--- src/hw/bsc_pkg.sv ---
/*
  Constants for the second buck regulator configuration register bank.
  Assumes the byte-wide register port of the device's control interface
  engine (address, write strobe, write data, read data).
*/
// Function
// - Low range codes 54..63 give 1.7500 V up to 1.9750 V in 25 mV steps.
// - High range codes 115..127 are reserved, no defined output voltage.
// - Decode five byte addresses 0x35..0x39: normal, standby, sleep, mode, configuration.
// - Normal set point bits 5:0 read/write, reset 0x00, used in normal state.
// - Normal bit 6 is read-only range bit, loaded only from fuse or test box.
// - Standby set point bits 5:0 read/write, reset 0x00, used in standby.
// - Sleep set point bits 5:0 read/write, reset 0x00, used in sleep.
// - Standby and sleep bit 6 are read-only copies of the range bit.
// - Bit 7 of all three set-point registers is unused and reads zero.
// - Mode bits 3:0 read/write switching mode; bits 4 and 7:6 unused.
// - Mode bit 5 read/write reset 0; sleep off when 0, pulse-frequency when 1.
// - Configuration bit 0 read/write reset 0; 0 high current limit, 1 low.
// - Configuration bits 3:2 frequency select reset 0; bit 1 read/write unused.
// - Configuration bits 5:4 phase clock select, read/write, reset 0.
// - Configuration bits 7:6 voltage ramp speed, read/write, reset 0.
// - Apply normal, standby or sleep set point per operating state, each independent.
package bsc_pkg;
  localparam logic [7:0] ADDR_NORMAL = 8'h35;
  localparam logic [7:0] ADDR_STANDBY = 8'h36;
  localparam logic [7:0] ADDR_SLEEP = 8'h37;
  localparam logic [7:0] ADDR_MODE = 8'h38;
  localparam logic [7:0] ADDR_CONF = 8'h39;

  localparam logic [5:0] RST_SETPOINT = 6'h00;
  localparam logic [3:0] RST_MODE = 4'h0;
  localparam logic RST_SLEEP_BEHAVIOUR = 1'b0;
  localparam logic [7:0] RST_CONF = 8'h00;

  localparam int SP_W = 6;
  localparam int RANGE_BIT = 6;
  localparam int MODE_SLEEP_BIT = 5;
  localparam int MODE_LSB = 0;
  localparam int MODE_MSB = 3;
  localparam int CONF_ILIM = 0;
  localparam int CONF_FREQ_LSB = 2;
  localparam int CONF_PHASE_LSB = 4;
  localparam int CONF_RAMP_LSB = 6;

  // Voltage decode in millivolts
  localparam logic [11:0] LOW_BASE_MV = 12'h190;
  localparam logic [11:0] LOW_STEP_MV = 12'h019;
  localparam logic [11:0] HIGH_BASE_MV = 12'h320;
  localparam logic [11:0] HIGH_STEP_MV = 12'h032;
  localparam logic [5:0] HIGH_LAST_CODE = 6'h32;

  typedef enum logic [1:0] {BSC_NORMAL, BSC_STANDBY, BSC_SLEEP} bsc_state_e;
endpackage

--- src/hw/bsc_setpoint_decode.sv ---
/*
  Turns the selected 7-bit set-point code into a target voltage in mV.
  Assumes the code is already registered; output is registered here.
*/
`timescale 1ns/1ps
`default_nettype none
module bsc_setpoint_decode (
  input wire logic clk,
  input wire logic rst_n,
  input wire logic [6:0] code,
  output logic [11:0] millivolt,
  output logic reserved
);
  import bsc_pkg::*;
  logic [11:0] mv_r, mv_nxt;
  logic res_r, res_nxt;
  logic [11:0] step;

  always_comb begin
    step = {6'h00, code[SP_W-1:0]};
    res_nxt = 1'b0;
    if (code[RANGE_BIT]) begin
      mv_nxt = 12'(HIGH_BASE_MV + step * HIGH_STEP_MV);
      if (code[SP_W-1:0] > HIGH_LAST_CODE) begin
        res_nxt = 1'b1;
        mv_nxt = 12'h000;
      end
    end else begin
      mv_nxt = 12'(LOW_BASE_MV + step * LOW_STEP_MV);
    end
  end

  always_ff @(posedge clk or negedge rst_n) begin
    if (!rst_n) begin
      mv_r <= 12'h000;
      res_r <= 1'b0;
    end else begin
      mv_r <= mv_nxt;
      res_r <= res_nxt;
    end
  end

  assign millivolt = mv_r;
  assign reserved = res_r;
endmodule
`default_nettype wire

--- src/hw/bsc_setpoint_select.sv ---
/*
  Picks the set point that belongs to the present operating state.
  Assumes the state input comes from the device state machine on clk.
*/
`timescale 1ns/1ps
`default_nettype none
module bsc_setpoint_select (
  input wire logic clk,
  input wire logic rst_n,
  input wire bsc_pkg::bsc_state_e opState,
  input wire logic [5:0] normalSp,
  input wire logic [5:0] standbySp,
  input wire logic [5:0] sleepSp,
  input wire logic rangeBit,
  output logic [6:0] activeCode
);
  import bsc_pkg::*;
  logic [6:0] code_r, code_nxt;

  always_comb begin
    case (opState)
      BSC_STANDBY: code_nxt = {rangeBit, standbySp};
      BSC_SLEEP: code_nxt = {rangeBit, sleepSp};
      default: code_nxt = {rangeBit, normalSp};
    endcase
  end

  always_ff @(posedge clk or negedge rst_n) begin
    if (!rst_n) code_r <= 7'h00;
    else code_r <= code_nxt;
  end

  assign activeCode = code_r;
endmodule
`default_nettype wire

--- src/hw/bsc_config_regs.sv ---
/*
  Register bank for the second buck regulator: three set points, mode
  selector and configuration, on the control interface's byte register port.
  Assumes the protocol engine gives one-cycle write strobes on clk and
  samples read data combinationally from the address. The range bit comes
  from the fuse/test-box loader with a one-cycle load strobe on clk.
*/
`timescale 1ns/1ps
`default_nettype none
module bsc_config_regs (
  input wire logic clk,
  input wire logic rst_n,
  input wire logic [7:0] regAddr,
  input wire logic regWrite,
  input wire logic [7:0] regWdata,
  output logic [7:0] regRdata,
  output logic regHit,
  input wire logic rangeLoad,
  input wire logic rangeValue,
  input wire bsc_pkg::bsc_state_e opState,
  output logic [6:0] activeCode,
  output logic [11:0] targetMillivolt,
  output logic targetReserved,
  output logic [3:0] switchingMode,
  output logic sleepBehaviour,
  output logic currentLimitLow,
  output logic [1:0] switchingFrequency,
  output logic [1:0] phaseClock,
  output logic [1:0] voltageRampSpeed,
  output logic regulatorOffInSleep
);
  import bsc_pkg::*;

  logic [5:0] normal_r, normal_nxt;
  logic [5:0] standby_r, standby_nxt;
  logic [5:0] sleep_r, sleep_nxt;
  logic range_r, range_nxt;
  logic [3:0] mode_r, mode_nxt;
  logic sleepBeh_r, sleepBeh_nxt;
  logic [7:0] conf_r, conf_nxt;

  function automatic logic hit(input logic [7:0] a, input logic [7:0] reg_addr);
    hit = (a == reg_addr);
  endfunction

  always_comb begin
    normal_nxt = normal_r;
    standby_nxt = standby_r;
    sleep_nxt = sleep_r;
    range_nxt = range_r;
    mode_nxt = mode_r;
    sleepBeh_nxt = sleepBeh_r;
    conf_nxt = conf_r;
    // Range bit is never host writable; only the loader touches it
    if (rangeLoad) range_nxt = rangeValue;
    if (regWrite) begin
      if (hit(regAddr, ADDR_NORMAL)) normal_nxt = regWdata[SP_W-1:0];
      if (hit(regAddr, ADDR_STANDBY)) standby_nxt = regWdata[SP_W-1:0];
      if (hit(regAddr, ADDR_SLEEP)) sleep_nxt = regWdata[SP_W-1:0];
      if (hit(regAddr, ADDR_MODE)) begin
        mode_nxt = regWdata[MODE_MSB:MODE_LSB];
        sleepBeh_nxt = regWdata[MODE_SLEEP_BIT];
      end
      if (hit(regAddr, ADDR_CONF)) conf_nxt = regWdata;
    end
  end

  always_ff @(posedge clk or negedge rst_n) begin
    if (!rst_n) begin
      normal_r <= RST_SETPOINT;
      standby_r <= RST_SETPOINT;
      sleep_r <= RST_SETPOINT;
      range_r <= 1'b0;
      mode_r <= RST_MODE;
      sleepBeh_r <= RST_SLEEP_BEHAVIOUR;
      conf_r <= RST_CONF;
    end else begin
      normal_r <= normal_nxt;
      standby_r <= standby_nxt;
      sleep_r <= sleep_nxt;
      range_r <= range_nxt;
      mode_r <= mode_nxt;
      sleepBeh_r <= sleepBeh_nxt;
      conf_r <= conf_nxt;
    end
  end

  always_comb begin
    regRdata = 8'h00;
    regHit = 1'b1;
    case (regAddr)
      ADDR_NORMAL: regRdata = {1'b0, range_r, normal_r};
      ADDR_STANDBY: regRdata = {1'b0, range_r, standby_r};
      ADDR_SLEEP: regRdata = {1'b0, range_r, sleep_r};
      ADDR_MODE: regRdata = {2'b00, sleepBeh_r, 1'b0, mode_r};
      ADDR_CONF: regRdata = conf_r;
      default: regHit = 1'b0;
    endcase
  end

  // Field outputs go straight from the flops, but regulatorOffInSleep also gates on opState; encodings live elsewhere
  assign switchingMode = mode_r;
  assign sleepBehaviour = sleepBeh_r;
  assign currentLimitLow = conf_r[CONF_ILIM];
  assign switchingFrequency = conf_r[CONF_FREQ_LSB +: 2];
  assign phaseClock = conf_r[CONF_PHASE_LSB +: 2];
  assign voltageRampSpeed = conf_r[CONF_RAMP_LSB +: 2];
  assign regulatorOffInSleep = (opState == BSC_SLEEP) && !sleepBeh_r;

  bsc_setpoint_select u_select (
    .clk(clk),
    .rst_n(rst_n),
    .opState(opState),
    .normalSp(normal_r),
    .standbySp(standby_r),
    .sleepSp(sleep_r),
    .rangeBit(range_r),
    .activeCode(activeCode)
  );

  bsc_setpoint_decode u_decode (
    .clk(clk),
    .rst_n(rst_n),
    .code(activeCode),
    .millivolt(targetMillivolt),
    .reserved(targetReserved)
  );
endmodule
`default_nettype wire

--- config.mk ---
export PLATFORM = sky130hd
export DESIGN_NAME = bsc_config_regs
export DESIGN_NICKNAME = d
export VERILOG_FILES = /design/src/hw/bsc_pkg.sv /design/src/hw/bsc_setpoint_decode.sv /design/src/hw/bsc_setpoint_select.sv /design/src/hw/bsc_config_regs.sv
export SDC_FILE = /design/constraint.sdc
export NUM_CORES = 1
export LEC_CHECK = 0
export ABC_AREA = 1
export BUFFER_PORTS_ARGS = -buffer_cell sky130_fd_sc_hd__buf_2
export CAP_MARGIN = 0
export CORE_AREA = 2 2 80 82
export CTS_CLUSTER_SIZE = 24
export DETAILED_ROUTE_END_ITERATION = 16
export DIE_AREA = 0 0 82 84
export PLACE_DENSITY = 0.85
export SETUP_SLACK_MARGIN = 0.05
export SLEW_MARGIN = 20
export SYNTH_ARGS = -nofsm -noshare
export SYNTH_HDL_FRONTEND = slang
export SYNTH_SLANG_ARGS = --single-unit
export TNS_END_PERCENT = 10
--- constraint.sdc ---
create_clock -name clk -period 7.9 [get_ports clk]
set_input_delay 1.58 -clock clk [delete_from_list [all_inputs] [get_ports clk]]
set_output_delay 1.58 -clock clk [all_outputs]
set_load 0.02 [all_outputs]
==> flow_metrics.py, run 1 <==
metrics = {
    "setup_path": {
        "crit_path_end_kind": "primary output",
        "worst-endpoint-arrival_ns": 2.78,
        "r2r_setup_slack_ns": 4.93,
        "timing.critical_path.fanout_max": 6,
        "cpMostUsedCell": "inv_1",
        "reg2regPathDepth": 10,
        "timing.rr.start": "u_select.activeCode[1]$_DFF_PN0_",
        "crit_path_max_incr_delay_ns": 0.17,
        "worstSetupStartpoint": "regAddr[7]",
        "worstReg2RegEnd": "u_decode.millivolt[9]$_DFF_PN0_",
        "critical_path.slowest_cell": "inv_1",
        "worst_path_dominant_cell_family": "buffers and inverters",
        "timing.critical_path.cells": "buf_2 -> nor2_1 -> nand3_2 -> inv_1 -> nand2_1 -> inv_1 -> nand2_1 -> o21ai_0 -> inv_1 -> nand4_1 -> buf_2",
        "start_kind": "primary input",
        "worst_ep_required_time_ns": 6.32,
        "critPathKind": "in -> out",
        "timing.critical_path.buf_inv": 5,
    },
    "clocking": {
        "cts_max_level": 2,
        "clockRootBuffer": "clkbuf_8",
        "clkLatencyLatePin_ns": 0.31,
        "ctsHoldBuffers": 0,
        "maximum_buffer_depth_of_the_clock_tree": 2,
        "cts_tree": "built",
        "worst_setup_hold_path_clk_slew_ns": 0.09,
        "tritoncts_num_sinks": 52,
        "post-cts-setup-buffers": 0,
        "post_cts.resized_instances": 0,
        "cts_inserted_buffers": 5,
    },
    "routing": {
        "route.antenna.remaining_nets": 0,
        "num_vias": 2944,
        "finalWirelength_um": 7230,
        "routed_via_density": 5.29,
        "detailedRoute.firstPassIterationCount": 4,
        "drcViolationCount": 0,
        "drt_iter0_markers": 91,
        "avgRoutedWirePerCell_um": 13.0,
    },
    "placed_design": {
        "hpwl_um": 5790,
        "port-buffer-count": 64,
        "place_congestion": 0.866,
        "post_dp_cell_area_um2": 3840,
    },
    "pwr": {
        "power_density_nw_per_um2": 192,
        "power.ir.vdd_worst_v": 0.000129,
        "combinational_power_share_pct": 37.8,
        "power.total_uw": 755,
        "power.internal_uw": 469,
        "netSwitchingPower_uw": 286,
        "power_leakage_uw": 0.00220,
        "switching_share_pct": 37.9,
        "power.share.sequential_pct": 42.0,
        "power.share.clock_pct": 20.2,
    },
    "logic_synthesis": {
        "post_synth_num_cell_types": 34,
        "count_of_flip_flops_with_a_built_in_enable_after_synthesis": 0,
        "syn_nets": 493,
        "ys_async_sr_fraction_pct": 100,
        "avgSynthCellArea_um2": 8.34,
        "ys_ff_latch": 52,
        "area_contributors_post_synth": "dfrtp_1 (37%), ha_1 (17%), nand2_1 (12%)",
        "post-synth-top-area-cell": "dfrtp_1",
        "postSynthCellCount": 419,
        "yosysSeqAreaShare_pct": 37.2,
        "synthesis.area_um2": 3500,
        "yosys_most_used_dff": "dfrtp_1",
        "yosysWarnings": 0,
        "yosysTopAreaCellShare_pct": 37.2,
    },
    "timing": {
        "finalWorstPathRequiredPeriod_ns": 4.36,
        "worst_hold_slack_ns": 0.388,
        "final-max-slew-violation-count": 0,
        "worstMarginPinSlew_ns": 0.648,
        "post-route-period-util_pct": 55.2,
        "totalNegativeSetupSlack_ns": 0,
        "slew-limit-headroom_pct": 56.8,
        "grt_setup_unrepaired": "no",
        "final_hold_viol_count": 0,
        "finClkSkew_ns": 0.00896,
        "fmax_mhz": 229,
        "setup_viol": 0,
    },
    "die": {
        "die_area_um2": 6890,
        "placementRows": 29,
        "pin_count": 65,
        "vert_die_dim_um": 84,
        "initial_core_util_pct": 57.3,
        "die_width_um": 82,
        "core_area_um2": 6100,
    },
    "grt": {
        "overflow": 0,
        "antenna_found_initial": 0,
        "grt_util_all_layers_pct": 22.8,
        "grt_pass1_wl_um": 12400,
        "number_of_global_route_vias_before_repair": 2828,
        "grt_start_max_net_pins": 53,
    },
    "min_path": {
        "hold_path.startpoint": "range_r$_DFFE_PN0P_",
        "whs_endpoint": "u_select.activeCode[6]$_DFF_PN0_",
        "hold_path_class": "reg -> reg",
        "whs_path_depth": 0,
    },
    "final_layout": {
        "design.final.nets": 554,
        "most-common-layout-cells": "nand2_1 (113), buf_2 (64), inv_1 (61)",
        "layout_commonest_cell": "nand2_1",
        "final_cell_area_um2": 3930,
        "synthToLayoutAreaGrowth_pct": 12.3,
        "final_layout_size_suffix_gt1_share_pct": 20.0,
        "antennaDiodeCount": 0,
        "finish.utilization_pct": 64.4,
    },
    "flow_run": {
        "max_cap_violations": 0,
    },
    "outcome": {
        "run_status": "finished clean",
    },
}
-- layout make-up --
| type | count | area (µm²) |
|---|---|---|
| flip-flops and latches | 52 | 1300 |
| fillers | 534 | 2170 |
| inverters | 63 | 236 |
| clock inverters | 2 | 16.3 |
| clock buffers | 5 | 68.8 |
| multi-input cells | 293 | 1880 |
| well taps | 77 | 96.3 |
| repair buffers | 65 | 328 |
-- how the worst max path moves through the flow --
stage | end | slack [ns] | depth (start not counted)
2_1_floorplan | regRdata[4] | 3.80 | 5
3_3_place_gp | regRdata[3] | 3.57 | 11
3_5_place_dp | regRdata[3] | 3.54 | 11
4_1_cts | regRdata[3] | 3.52 | 11
5_1_grt | regRdata[0] | 3.35 | 11
6_report | regRdata[0] | 3.54 | 11
-- cells in the mapped netlist (2+ instances only) --
master and instances:
buf_4 8, xnor2_1 5, o22ai_1 6, nor4_4 2
nand4_1 9, nand2_2 5, ha_1 48, o21a_1 2
nor2_1 15, o21ai_1 2, o21ai_2 10, nand3_1 16
fa_1 3, inv_2 2, nand2_1 113, xor2_1 3
a21oi_1 17, dfrtp_1 52, inv_1 61, o21bai_1 2
o21ai_0 25
-- sequential cells by signal (all words and copies together), names as in the netlist, 4 cells and up --
register             cells
u_select.activeCode      7
normal_r                 6
conf_r                   8
u_decode.millivolt      12
standby_r                6
switchingMode            4
sleep_r                  6
-- metrics by stage --
| step | std cells | setup slack, ns |
|---|---|---|
| 3_5_place_dp | 550 | 3.54 |
| 6_report | 557 | 3.54 |
| 2_1_floorplan | 419 | 3.80 |
| 4_1_cts | 557 | 3.52 |
| 3_3_place_gp | 550 | 3.57 |
| 5_1_grt | 557 | 3.35 |
-- power by group through the flow --
stage | registers (µW) | clock network (µW) | logic (µW)
6_report | 317 | 153 | 285
5_1_grt | 320 | 164 | 325
4_1_cts | 318 | 154 | 288
3_5_place_dp | 323 | 0 | 284
3_3_place_gp | 322 | 0 | 275
2_1_floorplan | 351 | 0 | 175
-- worst reg2reg max path, cell delays in order, from the launching register on --
cell	delay, ns
dfrtp_1	0.44
ha_1	0.39
xnor2_1	0.16
ha_1	0.30
ha_1	0.31
ha_1	0.25
fa_1	0.42
a21oi_1	0.18
o21bai_1	0.11
xnor2_1	0.13
o21ai_0	0.19
-- metal layers --
layer | track usage (%) | wire length (µm) | vias up
li1 | - | - | 1472
met1 | 28.3 | 3110 | 1399
met2 | 40.9 | 3760 | 66
met3 | 3.35 | 299 | 7
met4 | 5.15 | 56 | 0
met5 | 0 | 0 | -
-- kinds of logic (layout without fill, tap and decap cells) --
family | Yosys count | in the layout | share of synthesized area (%)
AOI/OAI and AO/OA | 67 | 67 | 11.4
adders and majority gates | 51 | 51 | 18.9
and+or+nand+nor | 167 | 167 | 21.4
buffers and inverters | 74 | 135 | 9.06
xor gates and xnor gates | 8 | 8 | 2.00
DFF | 52 | 52 | 37.2
(Power assumes the default switching activity.)
==> run 2, diff against run 1 <==
--- a/config.mk
+++ b/config.mk
@@ -8,11 +8,11 @@
 export ABC_AREA = 1
 export BUFFER_PORTS_ARGS = -buffer_cell sky130_fd_sc_hd__buf_2
 export CAP_MARGIN = 0
-export CORE_AREA = 2 2 80 82
+export CORE_AREA = 2 2 86 88
 export CTS_CLUSTER_SIZE = 24
 export DETAILED_ROUTE_END_ITERATION = 16
-export DIE_AREA = 0 0 82 84
-export PLACE_DENSITY = 0.85
+export DIE_AREA = 0 0 88 90
+export PLACE_DENSITY = 0.78
 export SETUP_SLACK_MARGIN = 0.05
 export SLEW_MARGIN = 20
 export SYNTH_ARGS = -nofsm -noshare
==> constraint.sdc (replaced) <==
create_clock -name clk -period 3.8 [get_ports clk]
set_input_delay 0.76 -clock clk [delete_from_list [all_inputs] [get_ports clk]]
set_output_delay 0.76 -clock clk [all_outputs]
set_load 0.02 [all_outputs]
==> run 2 against run 1 <==
  * Final area up 0.92%
  * Worst hold slack worse by 0.0077 ns
  * Total power up 110%
  * Routed wire length up 7.3%
  * Count of clock-buffer cells in the layout up 1
  * Non-clock buffer count up 1
  * Sequential share of layout area down 0.30 points
  * Cell count up 4.3%
  * Sequential power up 110%
  * Critical path depth unchanged
  * Clock skew up 0.0041 ns
  * Critical endpoint is now u_decode.millivolt[9]$_DFF_PN0_
  * Largest power group unchanged
==> flow_metrics.py, run 2 (same netlist as run 1, synthesis figures left out) <==
metrics = {
    "clocking": {
        "clockRootBuffer": "clkbuf_8",
        "cts_max_level": 2,
        "post-cts-setup-buffers": 0,
        "maximum_buffer_depth_of_the_clock_tree": 2,
        "tritoncts_num_sinks": 52,
        "worst_setup_hold_path_clk_slew_ns": 0.09,
        "cts_inserted_buffers": 5,
        "cts_tree": "built",
        "ctsHoldBuffers": 0,
        "post_cts.resized_instances": 0,
        "clkLatencyLatePin_ns": 0.31,
    },
    "final_layout": {
        "max_ffs_per_register": 12,
        "count_of_fill_cells_added_during_filler_insertion": 645,
        "final_cell_area_um2": 3960,
        "synthToLayoutAreaGrowth_pct": 13.3,
        "finish.utilization_pct": 56.4,
        "most-common-layout-cells": "nand2_1 (113), buf_2 (64), inv_1 (61)",
        "final_layout_size_suffix_gt1_share_pct": 20.1,
        "layout_commonest_cell": "nand2_1",
        "antennaDiodeCount": 0,
        "design.final.nets": 555,
        "multi_input_comb_area_um2": 1880,
        "final-seq-area_um2": 1300,
    },
    "die": {
        "die_width_um": 88,
        "initial_core_util_pct": 49.8,
        "die_area_um2": 7920,
        "vert_die_dim_um": 90,
        "pin_count": 65,
        "placementRows": 31,
        "core_area_um2": 7020,
    },
    "placed_design": {
        "post_dp_cell_area_um2": 3870,
        "hpwl_um": 6300,
        "port-buffer-count": 64,
        "place_congestion": 0.903,
    },
    "grt": {
        "number_of_global_route_vias_before_repair": 3030,
        "grt_util_all_layers_pct": 21.3,
        "grt_pass1_wl_um": 13600,
        "grt_start_max_net_pins": 29,
        "antenna_found_initial": 0,
        "overflow": 0,
    },
    "flow_run": {
        "max_cap_violations": 0,
    },
    "timing": {
        "totalNegativeSetupSlack_ns": 0,
        "grt_setup_unrepaired": "no",
        "worstMarginPinSlew_ns": 0.666,
        "finClkSkew_ns": 0.0131,
        "fmax_mhz": 340,
        "setup_viol": 0,
        "slew-limit-headroom_pct": 55.6,
        "final-max-slew-violation-count": 0,
        "final_hold_viol_count": 0,
        "post-route-period-util_pct": 77.4,
        "finalWorstPathRequiredPeriod_ns": 2.94,
    },
    "routing": {
        "drcViolationCount": 0,
        "avgRoutedWirePerCell_um": 13.3,
        "routed_via_density": 5.05,
        "detailedRoute.firstPassIterationCount": 4,
        "route.antenna.remaining_nets": 0,
        "num_vias": 2933,
        "drt_iter0_markers": 98,
        "finalWirelength_um": 7750,
    },
    "pwr": {
        "power_leakage_uw": 0.00221,
        "power.ir.vdd_worst_v": 0.000205,
        "power_density_nw_per_um2": 400,
    },
    "setup_path": {
        "worst-endpoint-arrival_ns": 3.11,
        "worstSetupStartpoint": "u_select.activeCode[0]$_DFF_PN0_",
        "timing.rr.start": "u_select.activeCode[0]$_DFF_PN0_",
        "critical_path.slowest_cell": "dfrtp_1",
        "start_kind": "flip-flop",
        "r2r_setup_slack_ns": 0.86,
        "crit_path_end_kind": "flip-flop",
        "cpMostUsedCell": "ha_1",
        "worst_ep_required_time_ns": 3.97,
        "timing.critical_path.fanout_max": 4,
        "timing.critical_path.cells": "inv_1 -> ha_1 -> xnor2_1 -> ha_1 -> ha_1 -> ha_1 -> fa_1 -> a21oi_1 -> o21bai_1 -> xnor2_1 -> o21ai_0",
        "critPathKind": "reg -> reg",
        "crit_path_max_incr_delay_ns": 0.45,
    },
    "min_path": {
        "hold_path.startpoint": "range_r$_DFFE_PN0P_",
        "hold_path_class": "reg -> reg",
    },
    "outcome": {
        "run_status": "finished clean",
    },
}
run 2: cell count changes in the layout (fill, tap and decap cells not counted):
cell	delta
clkinv_2	+1
clkbuf_1	+1
clkinvlp_4	-1
buf_4	+1
run 2: report_power, final:
| group | switching, µW | internal (µW) | total, µW |
|---|---|---|---|
| Sequential | 37.7 | 619 | 657 |
| Combinational | 377 | 230 | 607 |
| Clock | 188 | 132 | 320 |
| Total | 603 | 981 | 1580 |
run 2: layout make-up:
cell class,instances,share of cell area (%)
clock buffers,6,1.83
clock inverters,2,0.347
inverters,63,5.97
multi-input cells,293,47.4
flip-flops and latches,52,32.8
well taps,99,3.13
repair buffers,66,8.46
run 2: critical path, delay by kind of cell (launching register included):
| family | cells | cell delay (ns) |
|---|---|---|
| adders and majority gates | 5 | 1.47 |
| xor gates and xnor gates | 2 | 0.37 |
| AOI/OAI and AO/OA | 3 | 0.40 |
| DFF | 1 | 0.45 |
| buffers and inverters | 1 | 0.12 |
run 2: through the flow:
stage / setup slack, ns / hold slack [ns] / cells / total power (µW)
global placement: 0.930 / 0.361 / 573 / 1260
global route: 0.693 / 0.402 / 581 / 1710
CTS: 0.848 / 0.382 / 581 / 1600
detailed placement: 0.888 / 0.360 / 573 / 1280
finish: 0.858 / 0.381 / 581 / 1580
floorplan: 1.05 / 0.354 / 419 / 1090
run 2: worst paths after layout:
| check | to | cells after the start |
|---|---|---|
| min in group asynchronous | conf_r[5]$_DFFE_PN0P_ | 1 |
| min | u_select.activeCode[6]$_DFF_PN0_ | 0 |
| max reg2reg | u_decode.millivolt[9]$_DFF_PN0_ | 11 |
| min reg2reg | u_select.activeCode[6]$_DFF_PN0_ | 0 |
| max | u_decode.millivolt[9]$_DFF_PN0_ | 11 |
| max in group asynchronous | u_select.activeCode[1]$_DFF_PN0_ | 2 |
run 2: routing by layer:
metal  track usage [%]  routed length, µm
met4              6.28                125
met5                 0                  0
met2              38.6               4090
met1              24.6               3170
met3              4.41                374
